[config.mk]
export PLATFORM = sky130hd
export DESIGN_NAME = video_error_monitor
export DESIGN_NICKNAME = d
export VERILOG_FILES = /design/src/video_monitor_pkg.sv /design/src/format_classifier.sv /design/src/edh_flag_tracker.sv /design/src/video_error_monitor.sv
export SDC_FILE = /design/constraint.sdc
export NUM_CORES = 1
export LEC_CHECK = 0
export BUFFER_PORTS_ARGS = -buffer_cell sky130_fd_sc_hd__buf_4
export CORE_MARGIN = 2
export CORE_UTILIZATION = 38
export CTS_CLUSTER_SIZE = 16
export DETAILED_ROUTE_END_ITERATION = 6
export PLACE_DENSITY_LB_ADDON = 0.05
export SKIP_CTS_REPAIR_TIMING = 1
export SLEW_MARGIN = 20
export SYNTH_ARGS = -nofsm -noshare
export SYNTH_HDL_FRONTEND = slang
export SYNTH_SLANG_ARGS = --single-unit
[constraint.sdc]
create_clock -name sys_clk -period 7.9 [get_ports sys_clk]
set_input_delay 1.58 -clock sys_clk [delete_from_list [all_inputs] [get_ports sys_clk]]
set_output_delay 1.58 -clock sys_clk [all_outputs]
set_load 0.02 [all_outputs]
[src/video_monitor_pkg.sv]
package video_monitor_pkg;

  // host register offsets
  localparam logic [7:0] ADDR_STATUS_DS1 = 8'h02;
  localparam logic [7:0] ADDR_STATUS_DS2 = 8'h03;
  localparam logic [7:0] ADDR_MASK_DS1   = 8'h37;
  localparam logic [7:0] ADDR_MASK_DS2   = 8'h38;

  localparam int REG_W    = 16;
  localparam int STATUS_W = 10;

  // status and mask bit positions, identical in both register pairs
  localparam int BIT_START_TRS  = 0;
  localparam int BIT_END_TRS    = 1;
  localparam int BIT_LUMA_CRC   = 2;
  localparam int BIT_CHROMA_CRC = 3;
  localparam int BIT_LINE_NUM   = 4;
  localparam int BIT_LUMA_CS    = 5;
  localparam int BIT_CHROMA_CS  = 6;
  localparam int BIT_AP_CRC     = 7;
  localparam int BIT_FF_CRC     = 8;
  localparam int BIT_VID_STD    = 9;

  // implemented bits per register
  localparam logic [15:0] STATUS_DS1_BITS = 16'h03FF;
  localparam logic [15:0] STATUS_DS2_BITS = 16'h027F;
  localparam logic [15:0] MASK_DS1_BITS   = 16'h03FF;
  localparam logic [15:0] MASK_DS2_BITS   = 16'h007F;

  localparam logic [15:0] STATUS_RESET = 16'h0000;
  localparam logic [15:0] MASK_RESET   = 16'h0000;

  // payload format codes
  localparam logic [3:0] FORMAT_SDTI_MAX  = 4'h5;
  localparam logic [3:0] FORMAT_SDI       = 4'h6;
  localparam logic [3:0] FORMAT_TDM       = 4'h8;
  localparam logic [3:0] FORMAT_HD_SDTI   = 4'h9;
  localparam logic [3:0] FORMAT_UNDEFINED = 4'hF;

  // edh flag group layout: one 5-bit group per region (anc, ap, ff)
  localparam int EDH_REGIONS = 3;
  localparam int EDH_GROUP_W = 5;
  localparam int EDH_FLAGS_W = 15;
  localparam int FLAG_EDH    = 0;
  localparam int FLAG_EDA    = 1;
  localparam int FLAG_IDH    = 2;
  localparam int FLAG_IDA    = 3;
  localparam int FLAG_UES    = 4;
  localparam logic [14:0] EDH_UES_ONLY  = 15'h4210;
  localparam logic [14:0] EDH_FLAGS_RST = 15'h0000;

endpackage : video_monitor_pkg

[src/format_classifier.sv]
`timescale 1ns/100ps
module format_classifier
  import video_monitor_pkg::*;
(
  input  wire logic       sys_clk,
  input  wire logic       reset,
  input  wire logic       run,
  input  wire logic       window_end,
  input  wire logic       hd_rate,
  input  wire logic       trs_seen,
  input  wire logic       sdti_header,
  input  wire logic [3:0] sdti_code,
  input  wire logic       tdm_header,
  output logic      [3:0] format_code
);

  logic       seen_trs;
  logic       seen_sdti;
  logic       seen_tdm;
  logic [3:0] held_sdti;
  logic       any_trs;
  logic       any_sdti;
  logic       any_tdm;
  logic [3:0] last_sdti;
  logic [3:0] next_code;

  assign any_trs   = seen_trs | trs_seen;
  assign any_sdti  = seen_sdti | sdti_header;
  assign any_tdm   = seen_tdm | tdm_header;
  assign last_sdti = sdti_header ? sdti_code : held_sdti;

  // evidence gathered over one field; a header on the closing cycle still counts
  always_ff @(posedge sys_clk) begin
    if (reset || !run) begin
      seen_trs  <= 1'b0;
      seen_sdti <= 1'b0;
      seen_tdm  <= 1'b0;
      held_sdti <= 4'h0;
    end else begin
      seen_trs  <= window_end ? 1'b0 : any_trs;
      seen_sdti <= window_end ? 1'b0 : any_sdti;
      seen_tdm  <= window_end ? 1'b0 : any_tdm;
      held_sdti <= last_sdti;
    end
  end

  always_comb begin
    next_code = FORMAT_UNDEFINED;
    if (any_trs) begin
      if (any_tdm) begin
        next_code = FORMAT_TDM;
      end else if (any_sdti) begin
        if (hd_rate) begin
          next_code = FORMAT_HD_SDTI;
        end else if (last_sdti > FORMAT_SDTI_MAX) begin
          next_code = FORMAT_SDTI_MAX;
        end else begin
          next_code = last_sdti;
        end
      end else begin
        next_code = FORMAT_SDI;
      end
    end
  end

  // loaded at each field start while running, forced to Fh when idle; reserved codes never produced
  always_ff @(posedge sys_clk) begin
    if (reset || !run) begin
      format_code <= FORMAT_UNDEFINED;
    end else if (window_end) begin
      format_code <= next_code;
    end
  end

  property p_idle_undefined;
    @(posedge sys_clk) disable iff (reset) !run |=> format_code == FORMAT_UNDEFINED;
  endproperty
  a_idle_undefined: assert property (p_idle_undefined)
    else $error("format code not undefined while idle");

endmodule : format_classifier

[src/edh_flag_tracker.sv]
`timescale 1ns/100ps
module edh_flag_tracker
  import video_monitor_pkg::*;
#(
  parameter int REGIONS = EDH_REGIONS
)(
  input  wire logic                   sys_clk,
  input  wire logic                   reset,
  input  wire logic                   vblank,
  input  wire logic                   packet_seen,
  input  wire logic [EDH_FLAGS_W-1:0] rx_flags,
  input  wire logic                   rx_ap_crc_valid,
  input  wire logic                   rx_ff_crc_valid,
  input  wire logic [REGIONS-1:0]     local_crc_fault,
  input  wire logic                   recompute_enable,
  output logic                        presence,
  output logic      [EDH_FLAGS_W-1:0] received_flags,
  output logic      [EDH_FLAGS_W-1:0] updated_flags,
  output logic                        ap_crc_valid,
  output logic                        ff_crc_valid
);

  if (REGIONS * EDH_GROUP_W != EDH_FLAGS_W) begin : g_bad_regions
    $error("edh_flag_tracker: region count does not match flag layout");
  end

  logic                   vblank_d;
  logic                   blank_hit;
  logic                   blank_end;
  logic [EDH_FLAGS_W-1:0] recomputed;

  assign blank_end = vblank_d & ~vblank;

  for (genvar r = 0; r < REGIONS; r++) begin : g_region
    localparam int B = r * EDH_GROUP_W;
    // error seen here, error already flagged upstream, internal flags stay clear
    assign recomputed[B+FLAG_EDH] = local_crc_fault[r];
    assign recomputed[B+FLAG_EDA] = rx_flags[B+FLAG_EDH] | rx_flags[B+FLAG_EDA];
    assign recomputed[B+FLAG_IDH] = 1'b0;
    assign recomputed[B+FLAG_IDA] = 1'b0;
    assign recomputed[B+FLAG_UES] = rx_flags[B+FLAG_UES];
  end

  always_ff @(posedge sys_clk) begin
    if (reset) begin
      vblank_d  <= 1'b0;
      blank_hit <= 1'b0;
    end else begin
      vblank_d  <= vblank;
      // only packets inside blanking keep the flags alive
      blank_hit <= blank_end ? 1'b0 : (blank_hit | (packet_seen & vblank));
    end
  end

  // one flag set for both fields: each packet simply overwrites
  always_ff @(posedge sys_clk) begin
    if (reset) begin
      presence       <= 1'b0;
      received_flags <= EDH_FLAGS_RST;
      updated_flags  <= EDH_FLAGS_RST;
      ap_crc_valid   <= 1'b0;
      ff_crc_valid   <= 1'b0;
    end else if (packet_seen) begin
      presence       <= 1'b1;
      received_flags <= rx_flags;
      updated_flags  <= recompute_enable ? recomputed : rx_flags;
      ap_crc_valid   <= rx_ap_crc_valid;
      ff_crc_valid   <= rx_ff_crc_valid;
    end else if (blank_end && !blank_hit) begin
      presence       <= 1'b0;
      received_flags <= EDH_FLAGS_RST;
      updated_flags  <= EDH_UES_ONLY;
      ap_crc_valid   <= 1'b0;
      ff_crc_valid   <= 1'b0;
    end
  end

  property p_presence_drop;
    @(posedge sys_clk) disable iff (reset)
      blank_end && !blank_hit && !packet_seen |=> !presence && updated_flags == EDH_UES_ONLY;
  endproperty
  a_presence_drop: assert property (p_presence_drop)
    else $error("edh presence kept after empty blanking");

  property p_valid_needs_presence;
    @(posedge sys_clk) disable iff (reset) !presence |-> !ap_crc_valid && !ff_crc_valid;
  endproperty
  a_valid_needs_presence: assert property (p_valid_needs_presence)
    else $error("crc valid set without edh presence");

endmodule : edh_flag_tracker

[src/video_error_monitor.sv]
// Function
// - classify payload format only while locked
// - format codes reset and idle at Fh
// - codes: SDTI 0-5, SDI 6, TDM 8, HD-SDTI 9
// - no trs: unknown; trs alone SDI, trs plus header SDTI/TDM
// - separate luma/chroma codes; chroma Fh in SD
// - presence flag drops after blanking without packet
// - store received edh flags per packet
// - recompute outgoing flags when enabled
// - single flag set, second field overwrites
// - no packets: outgoing unsupported flags set
// - crc validity bits cleared without presence
// - flags held until overwritten or empty blanking
// - error detection only in full processing mode
// - each error type owns one status bit
// - masks reset zero, set bit suppresses error
// - error pin low on any unmasked status
// - status clears per field or on read
// - status clears on unlock, bypass, standard change
// - status 02h/03h, masks 037h/038h layout
// - second stream set valid only in level B
// - trs fault on shift outside switching lines or bad protection bits
`timescale 1ns/100ps
module video_error_monitor
  import video_monitor_pkg::*;
#(
  parameter int CHANNELS = 2
)(
  input  wire logic                   sys_clk,
  input  wire logic                   reset,
  input  wire logic                   locked,
  input  wire logic                   full_processing_select_n,
  input  wire logic                   sd_mode,
  input  wire logic                   level_b_detected,
  input  wire logic                   field_start,
  input  wire logic                   vblank,
  input  wire logic                   standard_change,
  input  wire logic                   switching_line,
  input  wire logic [CHANNELS-1:0]    trs_seen,
  input  wire logic [CHANNELS-1:0]    sdti_header,
  input  wire logic [CHANNELS*4-1:0]  sdti_code,
  input  wire logic [CHANNELS-1:0]    tdm_header,
  input  wire logic [1:0]             trs_shift_ds1,
  input  wire logic [1:0]             trs_code_bad_ds1,
  input  wire logic [1:0]             trs_shift_ds2,
  input  wire logic [1:0]             trs_code_bad_ds2,
  input  wire logic [7:0]             other_faults_ds1,
  input  wire logic [7:0]             other_faults_ds2,
  input  wire logic                   edh_packet_seen,
  input  wire logic [EDH_FLAGS_W-1:0] edh_rx_flags,
  input  wire logic                   edh_rx_ap_crc_valid,
  input  wire logic                   edh_rx_ff_crc_valid,
  input  wire logic [EDH_REGIONS-1:0] edh_local_crc_fault,
  input  wire logic                   edh_flag_recompute_enable,
  input  wire logic [7:0]             host_addr,
  input  wire logic                   host_rd,
  input  wire logic                   host_wr,
  input  wire logic [REG_W-1:0]       host_wdata,
  output logic      [REG_W-1:0]       host_rdata,
  output logic                        host_rdata_valid,
  output logic                        data_error_n,
  output logic      [7:0]             payload_format_codes,
  output logic                        edh_presence_flag,
  output logic      [EDH_FLAGS_W-1:0] edh_received_flags,
  output logic      [EDH_FLAGS_W-1:0] edh_updated_flags,
  output logic                        active_picture_crc_valid,
  output logic                        full_field_crc_valid
);

  if (CHANNELS != 2) begin : g_bad_channels
    $error("video_error_monitor: exactly luma and chroma channels supported");
  end

  logic                active;
  logic                active_ds2;
  logic [CHANNELS-1:0] chan_run;
  logic [3:0]          chan_code [CHANNELS];
  logic [REG_W-1:0]    video_error_status_stream1;
  logic [REG_W-1:0]    video_error_status_stream2;
  logic [REG_W-1:0]    video_error_mask_stream1;
  logic [REG_W-1:0]    video_error_mask_stream2;
  logic [REG_W-1:0]    evt_ds1;
  logic [REG_W-1:0]    evt_ds2;
  logic [REG_W-1:0]    next_status_ds1;
  logic [REG_W-1:0]    next_status_ds2;
  logic                clr_ds1;
  logic                clr_ds2;
  logic                rd_status_ds1;
  logic                rd_status_ds2;
  logic                edh_crc_ok;
  logic                next_error_n;
  logic [REG_W-1:0]    next_mask_ds1;
  logic [REG_W-1:0]    next_mask_ds2;

  // bypass pin low means pass-through: no errors or formats are monitored then, edh tracking still runs
  assign active     = locked & full_processing_select_n;
  assign active_ds2 = active & level_b_detected;

  // ---------------- payload format classification ----------------
  assign chan_run[0] = active;
  assign chan_run[1] = active & ~sd_mode;

  for (genvar c = 0; c < CHANNELS; c++) begin : g_format
    format_classifier u_classifier (
      .sys_clk     (sys_clk),
      .reset       (reset),
      .run         (chan_run[c]),
      .window_end  (field_start),
      .hd_rate     (~sd_mode),
      .trs_seen    (trs_seen[c]),
      .sdti_header (sdti_header[c]),
      .sdti_code   (sdti_code[c*4 +: 4]),
      .tdm_header  (tdm_header[c]),
      .format_code (chan_code[c])
    );
  end

  // classifiers already register their codes; this stage keeps the pins on flops
  always_ff @(posedge sys_clk) begin
    if (reset) begin
      payload_format_codes <= {FORMAT_UNDEFINED, FORMAT_UNDEFINED};
    end else begin
      payload_format_codes <= {chan_code[1], chan_code[0]};
    end
  end

  // ---------------- edh packet tracking ----------------
  edh_flag_tracker #(
    .REGIONS (EDH_REGIONS)
  ) u_edh (
    .sys_clk          (sys_clk),
    .reset            (reset),
    .vblank           (vblank),
    .packet_seen      (edh_packet_seen),
    .rx_flags         (edh_rx_flags),
    .rx_ap_crc_valid  (edh_rx_ap_crc_valid),
    .rx_ff_crc_valid  (edh_rx_ff_crc_valid),
    .local_crc_fault  (edh_local_crc_fault),
    .recompute_enable (edh_flag_recompute_enable),
    .presence         (edh_presence_flag),
    .received_flags   (edh_received_flags),
    .updated_flags    (edh_updated_flags),
    .ap_crc_valid     (active_picture_crc_valid),
    .ff_crc_valid     (full_field_crc_valid)
  );

  // ---------------- error event collection ----------------
  // edh crc faults only mean something for SD with packets actually present
  assign edh_crc_ok = sd_mode & edh_presence_flag;

  always_comb begin
    evt_ds1 = '0;
    evt_ds2 = '0;
    evt_ds1[BIT_START_TRS] = (trs_shift_ds1[0] & ~switching_line) | trs_code_bad_ds1[0];
    evt_ds1[BIT_END_TRS]   = (trs_shift_ds1[1] & ~switching_line) | trs_code_bad_ds1[1];
    evt_ds2[BIT_START_TRS] = (trs_shift_ds2[0] & ~switching_line) | trs_code_bad_ds2[0];
    evt_ds2[BIT_END_TRS]   = (trs_shift_ds2[1] & ~switching_line) | trs_code_bad_ds2[1];
    evt_ds1[BIT_VID_STD:BIT_LUMA_CRC] = other_faults_ds1;
    evt_ds2[BIT_VID_STD:BIT_LUMA_CRC] = other_faults_ds2;
    evt_ds1[BIT_AP_CRC] = other_faults_ds1[BIT_AP_CRC-BIT_LUMA_CRC] & edh_crc_ok;
    evt_ds1[BIT_FF_CRC] = other_faults_ds1[BIT_FF_CRC-BIT_LUMA_CRC] & edh_crc_ok;
    evt_ds1 = evt_ds1 & STATUS_DS1_BITS & {REG_W{active}};
    evt_ds2 = evt_ds2 & STATUS_DS2_BITS & {REG_W{active_ds2}};
  end

  assign rd_status_ds1 = host_rd && (host_addr == ADDR_STATUS_DS1);
  assign rd_status_ds2 = host_rd && (host_addr == ADDR_STATUS_DS2);

  // the clear and a fresh event in one cycle: the event survives
  assign clr_ds1 = field_start | rd_status_ds1 | standard_change | ~active;
  assign clr_ds2 = field_start | rd_status_ds2 | standard_change | ~active_ds2;

  assign next_status_ds1 = (clr_ds1 ? STATUS_RESET : video_error_status_stream1) | evt_ds1;
  assign next_status_ds2 = (clr_ds2 ? STATUS_RESET : video_error_status_stream2) | evt_ds2;

  always_ff @(posedge sys_clk) begin
    if (reset) begin
      video_error_status_stream1 <= STATUS_RESET;
      video_error_status_stream2 <= STATUS_RESET;
    end else begin
      video_error_status_stream1 <= next_status_ds1;
      video_error_status_stream2 <= next_status_ds2;
    end
  end

  // ---------------- mask registers ----------------
  // next values also feed the pin, so a mask write and the pin move on one edge
  assign next_mask_ds1 = (host_wr && host_addr == ADDR_MASK_DS1) ?
                         (host_wdata & MASK_DS1_BITS) : video_error_mask_stream1;
  assign next_mask_ds2 = (host_wr && host_addr == ADDR_MASK_DS2) ?
                         (host_wdata & MASK_DS2_BITS) : video_error_mask_stream2;

  always_ff @(posedge sys_clk) begin
    if (reset) begin
      video_error_mask_stream1 <= MASK_RESET;
      video_error_mask_stream2 <= MASK_RESET;
    end else begin
      video_error_mask_stream1 <= next_mask_ds1;
      video_error_mask_stream2 <= next_mask_ds2;
    end
  end

  // ---------------- host read port ----------------
  // read data is the value before the same edge applies clear-on-read
  always_ff @(posedge sys_clk) begin
    if (reset) begin
      host_rdata       <= '0;
      host_rdata_valid <= 1'b0;
    end else begin
      host_rdata_valid <= host_rd;
      if (host_rd) begin
        case (host_addr)
          ADDR_STATUS_DS1: host_rdata <= video_error_status_stream1;
          ADDR_STATUS_DS2: host_rdata <= video_error_status_stream2;
          ADDR_MASK_DS1:   host_rdata <= video_error_mask_stream1;
          ADDR_MASK_DS2:   host_rdata <= video_error_mask_stream2;
          default:         host_rdata <= '0;
        endcase
      end
    end
  end

  // ---------------- error pin ----------------
  // built from next status so the pin moves on the same edge as the register
  assign next_error_n = ~|((next_status_ds1 & ~next_mask_ds1) |
                           (next_status_ds2 & ~next_mask_ds2));

  always_ff @(posedge sys_clk) begin
    if (reset) begin
      data_error_n <= 1'b1;
    end else begin
      data_error_n <= next_error_n;
    end
  end

  // ---------------- assertions ----------------
  property p_error_nor;
    @(posedge sys_clk) disable iff (reset)
      data_error_n == !(|((video_error_status_stream1 & ~video_error_mask_stream1) |
                          (video_error_status_stream2 & ~video_error_mask_stream2)));
  endproperty
  a_error_nor: assert property (p_error_nor)
    else $error("error pin does not match unmasked status");

  property p_read_clears;
    @(posedge sys_clk) disable iff (reset)
      rd_status_ds1 && evt_ds1 == '0 |=> video_error_status_stream1 == '0;
  endproperty
  a_read_clears: assert property (p_read_clears)
    else $error("status not cleared by read");

  property p_read_precleared;
    @(posedge sys_clk) disable iff (reset)
      rd_status_ds1 |=> host_rdata_valid && host_rdata == $past(video_error_status_stream1);
  endproperty
  a_read_precleared: assert property (p_read_precleared)
    else $error("read did not return pre-clear status");

  property p_unlock_clears;
    @(posedge sys_clk) disable iff (reset)
      !locked |=> video_error_status_stream1 == '0 && video_error_status_stream2 == '0;
  endproperty
  a_unlock_clears: assert property (p_unlock_clears)
    else $error("status held while unlocked");

  property p_mask_reset;
    @(posedge sys_clk) reset |=> video_error_mask_stream1 == '0 && video_error_mask_stream2 == '0;
  endproperty
  a_mask_reset: assert property (p_mask_reset)
    else $error("mask not zero after reset");

  property p_event_sets;
    @(posedge sys_clk) disable iff (reset)
      evt_ds1[BIT_START_TRS] ##1 !rd_status_ds1 && !field_start && active
        |-> video_error_status_stream1[BIT_START_TRS];
  endproperty
  a_event_sets: assert property (p_event_sets)
    else $error("trs event did not set its status bit");

  property p_ds2_needs_level_b;
    @(posedge sys_clk) disable iff (reset)
      !level_b_detected |=> video_error_status_stream2 == '0;
  endproperty
  a_ds2_needs_level_b: assert property (p_ds2_needs_level_b)
    else $error("second stream status outside level B");

  property p_bypass_quiet;
    @(posedge sys_clk) disable iff (reset)
      !full_processing_select_n [*2] |-> data_error_n;
  endproperty
  a_bypass_quiet: assert property (p_bypass_quiet)
    else $error("error pin active in bypass");

  property p_mask_suppresses;
    @(posedge sys_clk) disable iff (reset)
      video_error_mask_stream1 == MASK_DS1_BITS && video_error_mask_stream2 == MASK_DS2_BITS
        && !level_b_detected && !host_wr |=> data_error_n;
  endproperty
  a_mask_suppresses: assert property (p_mask_suppresses)
    else $error("fully masked errors still reported");

endmodule : video_error_monitor

==> impl_metrics.env <==
export IMPL_status="completed"
export IMPL_cts_buffers_inserted=17
export IMPL_p_leak_uw=0.003233
export IMPL_ys_ff_latch=145
export IMPL_drive_above_1_share=0.2627
export IMPL_final_util=0.5149
export IMPL_nets=853
export IMPL_powerDensity_nw_per_um2=237.4
export IMPL_coreArea_sq_um=14530
export IMPL_grt_ovfl_total=0
export IMPL_fmax_ghz=0.2441
export IMPL_via_per_inst=5.324
export IMPL_drcViolationCount=0
export IMPL_finalWeightedCongestion=0.8003
export IMPL_critical_path_peak_fanout=19
export IMPL_dieArea_sq_um=15840
export IMPL_yosysMostFrequentCell="dfxtp_1"
export IMPL_netlist_area_sq_um=5643
export IMPL_place_hpwl_microns=11010
export IMPL_maxCapViolCount=0
export IMPL_antenna_found_initial=0
export IMPL_fp_dieW_microns=125.9
export IMPL_synth_area_leaders="dfxtp_1 51%, nor2_1 5.9%, a21oi_1 4.8%"
export IMPL_io_pin_count=155
export IMPL_dp_cells=922
export IMPL_dieHeight_microns=125.9
export IMPL_final_setup_tns_ps=0
export IMPL_grt_pass1_vias=4831
export IMPL_vias=5074
export IMPL_wirelength_microns=16040
export IMPL_synth_edf_count=0
export IMPL_start_util=0.3883
export IMPL_fin_cells=953
export IMPL_required_ps=8190
export IMPL_rows=44
export IMPL_arrival_ps=4390
export IMPL_wl_per_cell_microns=16.83
export IMPL_startpoint_type="input port"
export IMPL_ant_nets=0
export IMPL_rsz0062_at_grt="false"
export IMPL_async_reset_ff_frac=0
export IMPL_hold_viol=0
export IMPL_finalMaxSlewViolations=0
export IMPL_finClkSkew_ps=8.820
export IMPL_root_buffer="clkbuf_16"
export IMPL_htreeDepth=4
export IMPL_drtPass1Iterations=5
export IMPL_grt_max_degree=81
export IMPL_synthTopCellsByCount="145 x dfxtp_1, 89 x nor2_1, 54 x a21oi_1, 52 x nand2_1, 38 x clkbuf_1"
export IMPL_place_ws_ps=3455
export IMPL_grt_usage=0.2016
export IMPL_fill_cells=1400
export IMPL_synth_ff_type="dfxtp_1"
export IMPL_setup_violations_final=0
export IMPL_syn_num_nets=729
export IMPL_crit_type="input port to register"
export IMPL_netlist_area_leader_share=0.5144
export IMPL_period_share=0.5185
export IMPL_insertedDiodeCount=0
export IMPL_hold_path_class="register to register"
export IMPL_seq_area_sq_um=2903
export IMPL_cts_sinks=145
export IMPL_syn2layout_area_growth_pct=32.62
export IMPL_crit_path_end_kind="register"
export IMPL_synth_area_per_cell_sq_um=8.915
export IMPL_clockBufferDepth=2
export IMPL_drt_initial_drc_count=460
export IMPL_ys_types=50
export IMPL_clock_latency_ps=420
export IMPL_setup_slack_ps=3804
export IMPL_worst_pin_slew_ps=1065
export IMPL_multi_input_area_sq_um=2500
export IMPL_ys_warnings_count=0
export IMPL_ys_seq_area_frac=0.5144
export IMPL_port_buffers=144
export IMPL_maxSlewHeadroom=0.2877
export IMPL_final_min_clock_period_ps=4096
export IMPL_grt_pass1_wl_microns=25390
export IMPL_cts_tree="built"
export IMPL_yosysTopAreaCell="dfxtp_1"
export IMPL_synthCells=633
export IMPL_path_clk_slew_ps=60
export IMPL_vdd_drop_max_mv=0.1431
[layout by cell type, fill, tap and decap left out, types with 20 or more instances in the layout]
cell | netlist | final
buf_4 | 0 | 146
dfxtp_1 | 145 | 145
nor2_1 | 89 | 88
a21oi_1 | 54 | 53
nand2_1 | 52 | 52
and3_1 | 30 | 30
a22oi_1 | 25 | 25
inv_1 | 26 | 25
mux2i_1 | 21 | 21
and2_1 | 20 | 20
[layout make-up]
type / count / share of cell area
clock buffers: 22 / 0.06337
clock inverters: 9 / 0.02391
inverters: 27 / 0.01354
multi-input cells: 420 / 0.3341
flip-flops and latches: 145 / 0.3879
well taps: 184 / 0.03076
repair buffers: 146 / 0.1465
[where the power goes]
part | total (uW) | switching (uW) | leakage (uW) | internal [uW]
Clock | 887 | 304 | 0.000312 | 584
Sequential | 754 | 7.85 | 0.00118 | 746
Combinational | 135 | 73.6 | 0.00174 | 61.3
[path summary, 6_finish.rpt]
| kind | endpoint | slack [ps] | depth (start not counted) | startpoint |
|---|---|---|---|---|
| max | data_error_n$_SDFF_PP1_ | 3800 | 7 | host_addr[7] |
| min | payload_format_codes[1]$_SDFF_PP1_ | 440 | 1 | g_format[0].u_classifier.format_code[1]$_SDFFE_PP1P_ |
| max reg2reg | data_error_n$_SDFF_PP1_ | 5870 | 6 | video_error_status_stream2[13]$_SDFF_PP0_ |
| min reg2reg | payload_format_codes[1]$_SDFF_PP1_ | 440 | 1 | g_format[0].u_classifier.format_code[1]$_SDFFE_PP1P_ |
[registers in the layout, indices dropped and copies added (netlist names)]
signal                             count
host_rdata                            16
video_error_mask_stream1              16
video_error_mask_stream2              16
video_error_status_stream1            16
video_error_status_stream2            16
u_edh.received_flags                  15
u_edh.updated_flags                   15
g_format.u_classifier.format_code      8
payload_format_codes                   8
g_format.u_classifier.held_sdti        6
g_format.u_classifier.seen_sdti        2
g_format.u_classifier.seen_tdm         2
g_format.u_classifier.seen_trs         2
data_error_n                           1
host_rdata_valid                       1
u_edh.ap_crc_valid                     1
u_edh.blank_hit                        1
u_edh.ff_crc_valid                     1
u_edh.presence                         1
u_edh.vblank_d                         1
[logic make-up after synthesis]
group,Yosys count,synth area share
AOI/OAI and AO/OA,149,0.1761
muxes,28,0.05122
and+or+nand+nor,243,0.2126
DFF,145,0.5144
buffers and inverters,68,0.04567
[metrics by stage]
stage	hold WS [ps]	power (uW)	cell area [sq um]
2_1_floorplan	417.5	836.4	5643
6_report	442.5	1776	7483
3_3_place_gp	425.9	902.2	6828
5_1_grt	459.4	1834	7483
3_5_place_dp	431.2	905.0	6828
4_1_cts	443.4	1788	7481
[per-layer routing]
| metal | up-vias | global-route usage | part of all wire |
|---|---|---|---|
| met5 | - | 0 | 0 |
| met4 | 0 | 0.07240 | 0.015 |
| met3 | 15 | 0.07392 | 0.082 |
| met2 | 167 | 0.2932 | 0.44 |
| met1 | 2400 | 0.2758 | 0.46 |
| li1 | 2492 | - | - |
[worst max-delay path, stage by stage]
cell and delay (ps):
buf_4 110, nor4bb_1 460, nand3_1 870, mux2i_1 350
a222oi_1 360, nand4_1 180, o41ai_2 470
Note: power is estimated with default switching activity, not from simulation.
